$ cat config.mk
export PLATFORM = sky130hd
export DESIGN_NAME = cog_fall_shutdown
export DESIGN_NICKNAME = d
export VERILOG_FILES = /design/src/cog_fall_pkg.sv /design/src/cog_fall_shutdown.sv
export VERILOG_INCLUDE_DIRS = /design/src
export SDC_FILE = /design/constraint.sdc
export NUM_CORES = 1
export LEC_CHECK = 0
export ABC_AREA = 1
export BUFFER_PORTS_ARGS = -buffer_cell sky130_fd_sc_hd__buf_2
export CORE_ASPECT_RATIO = 0.5
export CORE_MARGIN = 2
export CORE_UTILIZATION = 29
export DETAILED_ROUTE_END_ITERATION = 10
export HOLD_SLACK_MARGIN = 0.08
export PLACE_DENSITY_LB_ADDON = 0.2
export SKIP_CTS_REPAIR_TIMING = 1
export SYNTH_ARGS = -nofsm -noshare
export SYNTH_HDL_FRONTEND = slang
export SYNTH_SLANG_ARGS = --single-unit
export TNS_END_PERCENT = 10
$ cat constraint.sdc
create_clock -name sys_clk -period 3.9 [get_ports sys_clk]
set_input_delay 0.975 -clock sys_clk [delete_from_list [all_inputs] [get_ports sys_clk]]
set_output_delay 0.975 -clock sys_clk [all_outputs]
set_load 0.05 [all_outputs]
$ cat src/cog_fall_cfg.svh
`ifndef COG_FALL_CFG_SVH
`define COG_FALL_CFG_SVH

// Register byte addresses
`define ADDR_FALL_EN     8'h00
`define ADDR_FALL_MODE   8'h04
`define ADDR_SD_CTRL     8'h08
`define ADDR_SD_SRC_EN   8'h0C
`define ADDR_POLARITY    8'h10
`define ADDR_PHASE       8'h14
`define ADDR_IRQ_STAT    8'h18
`define ADDR_IRQ_MASK    8'h1C

// Shutdown control fields
`define SD_STATUS_BIT    7
`define SD_RESTART_BIT   6
`define SD_BD_HI         5
`define SD_BD_LO         4
`define SD_AC_HI         3
`define SD_AC_LO         2
`define SD_CTRL_IMPL     8'hFC

// Override level codes
`define OVR_HIGH         2'h3
`define OVR_LOW          2'h2
`define OVR_HIZ          2'h1
`define OVR_INACTIVE     2'h0

// Interrupt status bits
`define IRQ_FALL_BIT     0
`define IRQ_SD_BIT       1

// Reset values
`define RST_BYTE         8'h00
`define RST_NIB          4'h0
`define RST_PHASE        6'h00

// AXI responses
`define RESP_OKAY        2'h0
`define RESP_SLVERR      2'h2

`endif

$ cat src/cog_fall_pkg.sv
`default_nettype none
package cog_fall_pkg;
    typedef enum logic [0:0] {DLY_IDLE, DLY_RUN} dly_state_t;
    typedef struct packed {
        logic [3:0] level;  // d c b a
        logic [3:0] oe;
    } pin_drive_t;
endpackage
`default_nettype wire

$ cat src/cog_fall_shutdown.sv
`include "cog_fall_cfg.svh"
`default_nettype none
module cog_fall_shutdown
    import cog_fall_pkg::*;
#(
    parameter int NSRC = 8,
    parameter int NSD  = 4
) (
    input  wire logic            sys_clk,        // System clock
    input  wire logic            nrst,           // Async reset, low
    input  wire logic [7:0]      s_axi_awaddr,   // Write address
    input  wire logic            s_axi_awvalid,  // Write address valid
    output logic                 s_axi_awready,  // Write address ready
    input  wire logic [31:0]     s_axi_wdata,    // Write data
    input  wire logic [3:0]      s_axi_wstrb,    // Write strobes
    input  wire logic            s_axi_wvalid,   // Write data valid
    output logic                 s_axi_wready,   // Write data ready
    output logic [1:0]           s_axi_bresp,    // Write response
    output logic                 s_axi_bvalid,   // Write response valid
    input  wire logic            s_axi_bready,   // Write response ready
    input  wire logic [7:0]      s_axi_araddr,   // Read address
    input  wire logic            s_axi_arvalid,  // Read address valid
    output logic                 s_axi_arready,  // Read address ready
    output logic [31:0]          s_axi_rdata,    // Read data
    output logic [1:0]           s_axi_rresp,    // Read response
    output logic                 s_axi_rvalid,   // Read data valid
    input  wire logic            s_axi_rready,   // Read data ready
    input  wire logic [NSRC-1:0] fall_src,       // Falling event sources
    input  wire logic [NSD-1:0]  sd_src,         // Shutdown sources
    input  wire logic            rising_event,   // Rising event pulse
    input  wire logic [3:0]      wave_in,        // Active-high d c b a
    output logic                 falling_event,  // Falling event pulse
    output logic                 shutdown_active,// Outputs overridden
    output logic [3:0]           out_pin,        // Pin levels d c b a
    output logic [3:0]           out_pin_oe,     // Pin drive enables
    output logic                 irq             // Interrupt level
);

    logic [7:0]      fall_src_en_ff, nxt_fall_src_en;
    logic [7:0]      fall_src_edge_sel_ff, nxt_fall_src_edge_sel;
    logic [7:0]      sd_ctrl_ff, nxt_sd_ctrl;
    logic [NSD-1:0]  sd_src_en_ff, nxt_sd_src_en;
    logic [3:0]      polarity_ff, nxt_polarity;
    logic [5:0]      phase_ff, nxt_phase;
    logic [1:0]      irq_stat_ff, nxt_irq_stat;
    logic [1:0]      irq_mask_ff, nxt_irq_mask;
    logic            aw_ok_ff, nxt_aw_ok;
    logic            w_ok_ff, nxt_w_ok;
    logic [7:0]      awaddr_ff, nxt_awaddr;
    logic [31:0]     wdata_ff, nxt_wdata;
    logic [3:0]      wstrb_ff, nxt_wstrb;
    logic            bvalid_ff, nxt_bvalid;
    logic [1:0]      bresp_ff, nxt_bresp;
    logic            rvalid_ff, nxt_rvalid;
    logic [31:0]     rdata_ff, nxt_rdata;
    logic [1:0]      rresp_ff, nxt_rresp;
    logic [NSRC-1:0] src_prev_ff;
    dly_state_t      dly_ff, nxt_dly;
    logic [5:0]      dly_cnt_ff, nxt_dly_cnt;
    logic            fall_ev_ff, nxt_fall_ev;
    logic            active_ff, nxt_active;
    pin_drive_t      drive_ff, nxt_drive;

    logic [NSRC-1:0] edge_hit, level_hit;
    logic            any_edge, any_level, dly_done, sd_req, wr_go;
    logic            wr_ctrl;

    // Per-source qualification
    genvar gi;
    generate
        for (gi = 0; gi < NSRC; gi++) begin : g_src
            assign edge_hit[gi]  = fall_src_en_ff[gi] &
                                   fall_src_edge_sel_ff[gi] &
                                   src_prev_ff[gi] & ~fall_src[gi];
            assign level_hit[gi] = fall_src_en_ff[gi] &
                                   ~fall_src_edge_sel_ff[gi] &
                                   ~fall_src[gi];
        end
    endgenerate

    assign any_edge  = |edge_hit;
    assign any_level = |level_hit;
    assign sd_req    = |(sd_src_en_ff & ~sd_src);
    assign dly_done  = (dly_ff == DLY_RUN) && (dly_cnt_ff == '0);
    assign wr_go     = aw_ok_ff && w_ok_ff && !bvalid_ff;
    assign wr_ctrl   = wr_go && (awaddr_ff == `ADDR_SD_CTRL) && wstrb_ff[0];

    // Phase delay for edge-mode events
    always_comb begin
        nxt_dly     = dly_ff;
        nxt_dly_cnt = dly_cnt_ff;
        case (dly_ff)
            DLY_IDLE: begin
                if (any_edge) begin
                    nxt_dly     = DLY_RUN;
                    nxt_dly_cnt = phase_ff;
                end
            end
            DLY_RUN: begin
                if (dly_cnt_ff == '0) begin
                    nxt_dly = any_edge ? DLY_RUN : DLY_IDLE;
                    nxt_dly_cnt = phase_ff;
                end else begin
                    nxt_dly_cnt = dly_cnt_ff - 6'h01;
                end
            end
            default: nxt_dly = DLY_IDLE;
        endcase
        nxt_fall_ev = any_level | dly_done;
    end

    // Shutdown state and pin override
    always_comb begin
        logic st;
        logic [1:0] code;
        st   = sd_ctrl_ff[`SD_STATUS_BIT];
        code = 2'h0;
        if (wr_ctrl) begin
            if (wdata_ff[`SD_STATUS_BIT])
                st = 1'b1;
            else if (!sd_req)
                st = 1'b0;
        end
        if (st && !sd_req && sd_ctrl_ff[`SD_RESTART_BIT] && !wr_ctrl)
            st = 1'b0;
        if (sd_req)
            st = 1'b1;
        nxt_sd_ctrl = sd_ctrl_ff;
        if (wr_ctrl)
            nxt_sd_ctrl = wdata_ff[7:0] & `SD_CTRL_IMPL;
        nxt_sd_ctrl[`SD_STATUS_BIT] = st;
        nxt_active = active_ff;
        if (st)
            nxt_active = 1'b1;
        else if (rising_event)
            nxt_active = 1'b0;
        for (int i = 0; i < 4; i++) begin
            if (i == 0 || i == 2)
                code = sd_ctrl_ff[`SD_AC_HI:`SD_AC_LO];
            else
                code = sd_ctrl_ff[`SD_BD_HI:`SD_BD_LO];
            nxt_drive.oe[i]    = 1'b1;
            nxt_drive.level[i] = wave_in[i] ^ polarity_ff[i];
            if (nxt_active) begin
                case (code)
                    `OVR_HIGH: nxt_drive.level[i] = 1'b1;
                    `OVR_LOW:  nxt_drive.level[i] = 1'b0;
                    `OVR_HIZ: begin
                        nxt_drive.level[i] = 1'b0;
                        nxt_drive.oe[i]    = 1'b0;
                    end
                    default:   nxt_drive.level[i] = polarity_ff[i];
                endcase
            end
        end
    end

    // AXI4-Lite slave and register file
    always_comb begin
        logic [31:0] rd;
        rd = 32'h0000_0000;
        nxt_aw_ok  = aw_ok_ff;
        nxt_w_ok   = w_ok_ff;
        nxt_awaddr = awaddr_ff;
        nxt_wdata  = wdata_ff;
        nxt_wstrb  = wstrb_ff;
        nxt_bvalid = bvalid_ff;
        nxt_bresp  = bresp_ff;
        nxt_rvalid = rvalid_ff;
        nxt_rdata  = rdata_ff;
        nxt_rresp  = rresp_ff;
        nxt_fall_src_en       = fall_src_en_ff;
        nxt_fall_src_edge_sel = fall_src_edge_sel_ff;
        nxt_sd_src_en  = sd_src_en_ff;
        nxt_polarity   = polarity_ff;
        nxt_phase      = phase_ff;
        nxt_irq_mask   = irq_mask_ff;
        nxt_irq_stat   = irq_stat_ff;
        if (s_axi_awvalid && !aw_ok_ff) begin
            nxt_aw_ok  = 1'b1;
            nxt_awaddr = s_axi_awaddr;
        end
        if (s_axi_wvalid && !w_ok_ff) begin
            nxt_w_ok  = 1'b1;
            nxt_wdata = s_axi_wdata;
            nxt_wstrb = s_axi_wstrb;
        end
        if (wr_go) begin
            nxt_aw_ok  = 1'b0;
            nxt_w_ok   = 1'b0;
            nxt_bvalid = 1'b1;
            nxt_bresp  = `RESP_OKAY;
            if (awaddr_ff == `ADDR_FALL_EN) begin
                if (wstrb_ff[0]) nxt_fall_src_en = wdata_ff[7:0];
            end else if (awaddr_ff == `ADDR_FALL_MODE) begin
                if (wstrb_ff[0]) nxt_fall_src_edge_sel = wdata_ff[7:0];
            end else if (awaddr_ff == `ADDR_SD_CTRL) begin
                nxt_bresp = `RESP_OKAY;
            end else if (awaddr_ff == `ADDR_SD_SRC_EN) begin
                if (wstrb_ff[0]) nxt_sd_src_en = wdata_ff[NSD-1:0];
            end else if (awaddr_ff == `ADDR_POLARITY) begin
                if (wstrb_ff[0]) nxt_polarity = wdata_ff[3:0];
            end else if (awaddr_ff == `ADDR_PHASE) begin
                if (wstrb_ff[0]) nxt_phase = wdata_ff[5:0];
            end else if (awaddr_ff == `ADDR_IRQ_STAT) begin
                if (wstrb_ff[0]) nxt_irq_stat = irq_stat_ff & ~wdata_ff[1:0];
            end else if (awaddr_ff == `ADDR_IRQ_MASK) begin
                if (wstrb_ff[0]) nxt_irq_mask = wdata_ff[1:0];
            end else begin
                nxt_bresp = `RESP_SLVERR;
            end
        end else if (bvalid_ff && s_axi_bready) begin
            nxt_bvalid = 1'b0;
        end
        // Hardware set wins over software clear
        if (fall_ev_ff)
            nxt_irq_stat[`IRQ_FALL_BIT] = 1'b1;
        if (nxt_active && !active_ff)
            nxt_irq_stat[`IRQ_SD_BIT] = 1'b1;
        if (s_axi_arvalid && !rvalid_ff) begin
            nxt_rvalid = 1'b1;
            nxt_rresp  = `RESP_OKAY;
            if (s_axi_araddr == `ADDR_FALL_EN)
                rd[7:0] = fall_src_en_ff;
            else if (s_axi_araddr == `ADDR_FALL_MODE)
                rd[7:0] = fall_src_edge_sel_ff;
            else if (s_axi_araddr == `ADDR_SD_CTRL)
                rd[7:0] = sd_ctrl_ff & `SD_CTRL_IMPL;
            else if (s_axi_araddr == `ADDR_SD_SRC_EN)
                rd[NSD-1:0] = sd_src_en_ff;
            else if (s_axi_araddr == `ADDR_POLARITY)
                rd[3:0] = polarity_ff;
            else if (s_axi_araddr == `ADDR_PHASE)
                rd[5:0] = phase_ff;
            else if (s_axi_araddr == `ADDR_IRQ_STAT)
                rd[1:0] = irq_stat_ff;
            else if (s_axi_araddr == `ADDR_IRQ_MASK)
                rd[1:0] = irq_mask_ff;
            else
                nxt_rresp = `RESP_SLVERR;
            nxt_rdata = rd;
        end else if (rvalid_ff && s_axi_rready) begin
            nxt_rvalid = 1'b0;
        end
    end

    always_ff @(posedge sys_clk or negedge nrst) begin
        if (!nrst) begin
            fall_src_en_ff       <= `RST_BYTE;
            fall_src_edge_sel_ff <= `RST_BYTE;
            sd_ctrl_ff           <= `RST_BYTE;
            sd_src_en_ff         <= '0;
            polarity_ff          <= `RST_NIB;
            phase_ff             <= `RST_PHASE;
            irq_stat_ff          <= 2'h0;
            irq_mask_ff          <= 2'h0;
            aw_ok_ff             <= 1'b0;
            w_ok_ff              <= 1'b0;
            awaddr_ff            <= 8'h00;
            wdata_ff             <= 32'h0000_0000;
            wstrb_ff             <= 4'h0;
            bvalid_ff            <= 1'b0;
            bresp_ff             <= `RESP_OKAY;
            rvalid_ff            <= 1'b0;
            rdata_ff             <= 32'h0000_0000;
            rresp_ff             <= `RESP_OKAY;
            src_prev_ff          <= '0;
            dly_ff               <= DLY_IDLE;
            dly_cnt_ff           <= `RST_PHASE;
            fall_ev_ff           <= 1'b0;
            active_ff            <= 1'b0;
            drive_ff             <= '0;
        end else begin
            fall_src_en_ff       <= nxt_fall_src_en;
            fall_src_edge_sel_ff <= nxt_fall_src_edge_sel;
            sd_ctrl_ff           <= nxt_sd_ctrl;
            sd_src_en_ff         <= nxt_sd_src_en;
            polarity_ff          <= nxt_polarity;
            phase_ff             <= nxt_phase;
            irq_stat_ff          <= nxt_irq_stat;
            irq_mask_ff          <= nxt_irq_mask;
            aw_ok_ff             <= nxt_aw_ok;
            w_ok_ff              <= nxt_w_ok;
            awaddr_ff            <= nxt_awaddr;
            wdata_ff             <= nxt_wdata;
            wstrb_ff             <= nxt_wstrb;
            bvalid_ff            <= nxt_bvalid;
            bresp_ff             <= nxt_bresp;
            rvalid_ff            <= nxt_rvalid;
            rdata_ff             <= nxt_rdata;
            rresp_ff             <= nxt_rresp;
            src_prev_ff          <= fall_src;
            dly_ff               <= nxt_dly;
            dly_cnt_ff           <= nxt_dly_cnt;
            fall_ev_ff           <= nxt_fall_ev;
            active_ff            <= nxt_active;
            drive_ff             <= nxt_drive;
        end
    end

    assign s_axi_awready   = !aw_ok_ff;
    assign s_axi_wready    = !w_ok_ff;
    assign s_axi_bvalid    = bvalid_ff;
    assign s_axi_bresp     = bresp_ff;
    assign s_axi_arready   = !rvalid_ff;
    assign s_axi_rvalid    = rvalid_ff;
    assign s_axi_rdata     = rdata_ff;
    assign s_axi_rresp     = rresp_ff;
    assign falling_event   = fall_ev_ff;
    assign shutdown_active = active_ff;
    assign out_pin         = drive_ff.level;
    assign out_pin_oe      = drive_ff.oe;
    assign irq             = |(irq_stat_ff & irq_mask_ff);

    property p_disabled_silent;
        @(posedge sys_clk) disable iff (!nrst)
        (fall_src_en_ff == 8'h00 && dly_ff == DLY_IDLE) |=> !fall_ev_ff;
    endproperty
    a_disabled_silent: assert property (p_disabled_silent)
        else $error("disabled sources produced a falling event");

    property p_level_now;
        @(posedge sys_clk) disable iff (!nrst)
        |(fall_src_en_ff & ~fall_src_edge_sel_ff & ~fall_src) |=> fall_ev_ff;
    endproperty
    a_level_now: assert property (p_level_now)
        else $error("low level did not fire falling event next cycle");

    property p_edge_delay;
        @(posedge sys_clk) disable iff (!nrst)
        (dly_ff == DLY_IDLE && any_edge && phase_ff == 6'h05)
            |=> !dly_done [*5] ##1 dly_done ##1 fall_ev_ff;
    endproperty
    a_edge_delay: assert property (p_edge_delay)
        else $error("edge event not delayed by phase count");

    property p_mode_needs_en;
        @(posedge sys_clk) disable iff (!nrst)
        (fall_src_en_ff == 8'h00 && fall_src_edge_sel_ff != 8'h00
            && dly_ff == DLY_IDLE) |=> dly_ff == DLY_IDLE && !fall_ev_ff;
    endproperty
    a_mode_needs_en: assert property (p_mode_needs_en)
        else $error("mode bit acted without enable");

    property p_sd_sets_status;
        @(posedge sys_clk) disable iff (!nrst)
        sd_req |=> sd_ctrl_ff[`SD_STATUS_BIT] && active_ff;
    endproperty
    a_sd_sets_status: assert property (p_sd_sets_status)
        else $error("shutdown source did not enter shutdown");

    property p_no_restart_holds;
        @(posedge sys_clk) disable iff (!nrst)
        (sd_ctrl_ff[`SD_STATUS_BIT] && !sd_ctrl_ff[`SD_RESTART_BIT]
            && !wr_ctrl) |=> sd_ctrl_ff[`SD_STATUS_BIT];
    endproperty
    a_no_restart_holds: assert property (p_no_restart_holds)
        else $error("status cleared without auto restart");

    property p_restart_clears;
        @(posedge sys_clk) disable iff (!nrst)
        (sd_ctrl_ff[`SD_STATUS_BIT] && sd_ctrl_ff[`SD_RESTART_BIT]
            && !sd_req && !wr_ctrl) |=> !sd_ctrl_ff[`SD_STATUS_BIT];
    endproperty
    a_restart_clears: assert property (p_restart_clears)
        else $error("auto restart did not clear status");

    property p_exit_on_rise;
        @(posedge sys_clk) disable iff (!nrst)
        (active_ff && !sd_ctrl_ff[`SD_STATUS_BIT] && !sd_req && !wr_ctrl
            && rising_event) |=> !active_ff;
    endproperty
    a_exit_on_rise: assert property (p_exit_on_rise)
        else $error("shutdown not left on rising event");

    property p_bd_low;
        @(posedge sys_clk) disable iff (!nrst)
        (active_ff && $stable(active_ff)
            && $past(sd_ctrl_ff[`SD_BD_HI:`SD_BD_LO]) == `OVR_LOW)
            |-> out_pin[1] == 1'b0 && out_pin[3] == 1'b0 && out_pin_oe[1];
    endproperty
    a_bd_low: assert property (p_bd_low)
        else $error("B/D not forced low in shutdown");

    property p_ac_inactive;
        @(posedge sys_clk) disable iff (!nrst)
        (active_ff && $stable(active_ff)
            && $past(sd_ctrl_ff[`SD_AC_HI:`SD_AC_LO]) == `OVR_INACTIVE)
            |-> out_pin[0] == $past(polarity_ff[0]);
    endproperty
    a_ac_inactive: assert property (p_ac_inactive)
        else $error("inactive level ignores polarity");

    property p_ctrl_low_zero;
        @(posedge sys_clk) disable iff (!nrst)
        sd_ctrl_ff[1:0] == 2'h0;
    endproperty
    a_ctrl_low_zero: assert property (p_ctrl_low_zero)
        else $error("unimplemented control bits set");

    property p_polarity_run;
        @(posedge sys_clk) disable iff (!nrst)
        (!nxt_active) |=> out_pin == ($past(wave_in) ^ $past(polarity_ff));
    endproperty
    a_polarity_run: assert property (p_polarity_run)
        else $error("running output ignores polarity");

endmodule
`default_nettype wire

==> reports/qor.yml <==
synthesis:
  synth-async-reset-ratio_pct: 100
  ys.flop_type: "dfrtp_1"
  ys_seq_elements: 94
  syn_area_um2: 4680
  synth-compound-area-share_pct: 11.9
  synth_cell_types: 38
  synth-xor-area-share_pct: 1.50
  synth_edf_count: 0
  synth.largest_area_cell: "dfrtp_1"
  synth_top_family_by_area: "simple AND/OR/NAND/NOR gates"
  synthAdderAreaFrac_pct: 0.535
  synth-seq-area-share_pct: 50.3
  synth-simple-area-share_pct: 23.4
  avgSynthCellArea_um2: 8.36
  post_synth_mux_area_share_pct: 0.962
  yosys-top-cells-area: "dfrtp_1 50%, nand2_1 10%, inv_1 5.3%, o21ai_0 5.0%, buf_4 4.8%"
  yosysWarnings: 0
  yosys.area.top_type_share_pct: 50.3
  syn_inst: 560
place:
  port_buffers: 74
  dp_hpwl_um: 8930
  pre_cts_ws_ns: 1.29
  routabilityCongestion: 0.782
clock_network:
  clk_latency_ns: 0.34
  cts-htree-levels: 3
  cts_buffers: 9
  clock_sinks: 94
  cts-root-buf: "clkbuf_16"
  cts_tree: "yes"
  clk_path_buf_depth: 2
  clk_pin_slew_ns: 0.07
drt:
  wl_um: 11500
  drc: 0
  dr.first_iter.drc_count: 191
  viasPerCell: 4.45
  firstDrtPassIters: 4
  wl_per_cell_um: 13.7
  antenna_left: 0
  dr_total_vias: 3745
finish:
  nFillCells: 1652
  drive_above_1_share_pct: 19.5
  area_growth_pct: 16.6
  fin_util_pct: 35.0
  fin_nets: 710
  insertedDiodeCount: 0
grt:
  antenna_found_initial: 0
  grt_usage_pct: 14.3
  grt_pass1_wl_um: 18900
  grt_overflow: 0
  grt_pass1_vias: 3519
  grt_max_degree: 51
timing:
  period_share_pct: 58.4
  skew_ns: 0.0126
  worstMarginPinSlew_ns: 0.854
  setup_viol: 0
  fin_tns_setup_ns: 0
  maxSlewHeadroom_pct: 42.8
  final.setup.worst_slack_ns: 1.62
  finalHoldViolCount: 0
  finalCriticalPeriod_ns: 2.28
  grt_setup_unrepaired: "false"
  slew_violations: 0
  max_clock_freq_mhz: 439
critical_path:
  crit_type: "input port to flip-flop"
  worstPathArrival_ns: 2.56
  r2r_slack_ns: 1.94
  worstPathRequired_ns: 4.19
  crit_path_max_fanout: 13
  end_kind: "flip-flop"
  crit_path_start_kind: "input port"
power_and_ir_drop:
  finalPower_w: 0.00313
  p_per_area_nw_per_um2: 573
  p_seq_share_pct: 41.4
  p_sw_share_pct: 39.2
  leakage_nw: 2.68
  ir_drop_v: 0.000296
  intPower_w: 0.00190
  power_switching_w: 0.00123
  power_frac_clock_pct: 29.0
  p_comb_share_pct: 29.6
run_status:
  status: "finished, final reports clean"
hold_path:
  hp-class: "flip-flop to flip-flop"
floorplanning:
  dieHeight_um: 93.8
  row_count: 32
  dieWidth_um: 184
  pin_count: 128
  core_um2: 15600
  dieArea_um2: 17200
  initial_core_util_pct: 30.1
flow_run:
  drv_cap: 0
power by group through the flow:
stage / Clock [W] / Sequential (W) / Combinational (W)
2_1_floorplan: 0 / 0.00141 / 0.000590
3_3_place_gp: 0 / 0.00132 / 0.000926
3_5_place_dp: 0 / 0.00132 / 0.000940
4_1_cts: 0.000935 / 0.00130 / 0.000942
5_1_grt: 0.000978 / 0.00132 / 0.00103
6_report: 0.000906 / 0.00130 / 0.000927
sequential cells by signal, summed over array words and instances, names as in the netlist, 4 cells and up:
| signal | flops |
|---|---|
| src_prev_ff | 8 |
| sd_ctrl_ff | 6 |
| fall_src_en_ff | 8 |
| dly_cnt_ff | 6 |
| polarity_ff | 4 |
| wdata_ff | 8 |
| sd_src_en_ff | 4 |
| s_axi_rdata | 8 |
| out_pin | 4 |
| awaddr_ff | 8 |
| fall_src_edge_sel_ff | 8 |
| phase_ff | 6 |
cell type report:
type,count,area (um^2),area share [%]
clock buffer,9,225,4.13
clock inverter,7,80.1,1.47
inverter,67,251,4.61
multi-input combinational,384,1890,34.7
sequential,94,2350,43.1
tap,204,255,4.68
timing repair buffer,76,400,7.34
Yosys cell counts (all sizes together), types with 2 or more instances:
cell type and number:
nand4 6, nor3 8, inv 67, ha 2, nand3 43, dfrtp 94, o21ai 67, mux2 4
nor2 48, buf 38, nand2 132, xnor2 5, xor2 3, or3 2, or2 2, a31oi 3
a21oi 21, o22ai 6, clkbuf 2, nor4 2
worst paths after layout:
check,from,endpoint,depth (start not counted)
max,s_axi_araddr[5],s_axi_rdata[0],12
min,dly_cnt_ff[5],dly_cnt_ff[5],2
max reg2reg,awaddr_ff[1],out_pin[1],8
min reg2reg,dly_cnt_ff[5],dly_cnt_ff[5],2
max in group asynchronous,nrst,s_axi_rdata[6],2
min in group asynchronous,nrst,awaddr_ff[6],1
kinds of logic (layout without fill, tap and decap cells):
logic type	after synthesis	in the layout
AND/OR/NAND/NOR	243	243
buffers and inverters	107	159
AO/OA/AOI/OAI	101	101
flip-flops	94	94
XOR/XNOR	8	8
multiplexers	4	4
adder cells (fa/ha/maj)	2	2
other	1	26
per-layer routing:
| layer | wire (um) | vias to the layer above | GRT usage (%) |
|---|---|---|---|
| met5 | 0 | - | 0 |
| met1 | 6100 | 1733 | 21.1 |
| li1 | - | 1911 | - |
| met4 | 71 | 0 | 2.80 |
| met2 | 4870 | 95 | 21.6 |
| met3 | 507 | 6 | 3.10 |
per-stage QoR:
stage / area [um^2] / hold slack [ns] / std cells
after floorplan: 4770 / 0.442 / 585
after global placement: 5150 / 0.463 / 825
after detailed placement: 5150 / 0.464 / 825
after CTS: 5460 / 0.481 / 841
after global routing: 5460 / 0.514 / 841
final: 5460 / 0.476 / 841
cell usage in the layout (no fill, tap or decap), types with 2 or more instances in the layout:
| master | instances |
|---|---|
| or2_2 | 2 |
| buf_2 | 73 |
| o21ai_2 | 8 |
| xnor2_1 | 5 |
| nand2_1 | 129 |
| nor2_2 | 5 |
| dfrtp_1 | 94 |
| nor2_4 | 4 |
| a21oi_1 | 21 |
| o22ai_1 | 6 |
| clkbuf_16 | 9 |
| clkinvlp_4 | 2 |
| inv_6 | 3 |
| o21ai_1 | 12 |
| nand4_1 | 5 |
| o21ai_0 | 47 |
| nor2_1 | 39 |
| nand3_2 | 2 |
| nor4_1 | 2 |
| a31oi_1 | 3 |
| nand2_2 | 2 |
| inv_1 | 66 |
| conb_1 | 26 |
| nor3_1 | 8 |
| ha_1 | 2 |
| buf_4 | 2 |
| xor2_1 | 3 |
| mux2_2 | 4 |
| nand3_1 | 40 |
worst max-delay path: stages:
cell	delay [ns]
buf_2	0.09
inv_1	0.06
nand2_1	0.05
nor2_1	0.66
nand2_1	0.19
nor2_1	0.16
nor2_1	0.05
nand2_1	0.05
nand3_1	0.08
nand2_1	0.07
nand2_1	0.06
nand2_1	0.06
Power figures use the tool's default switching activity.
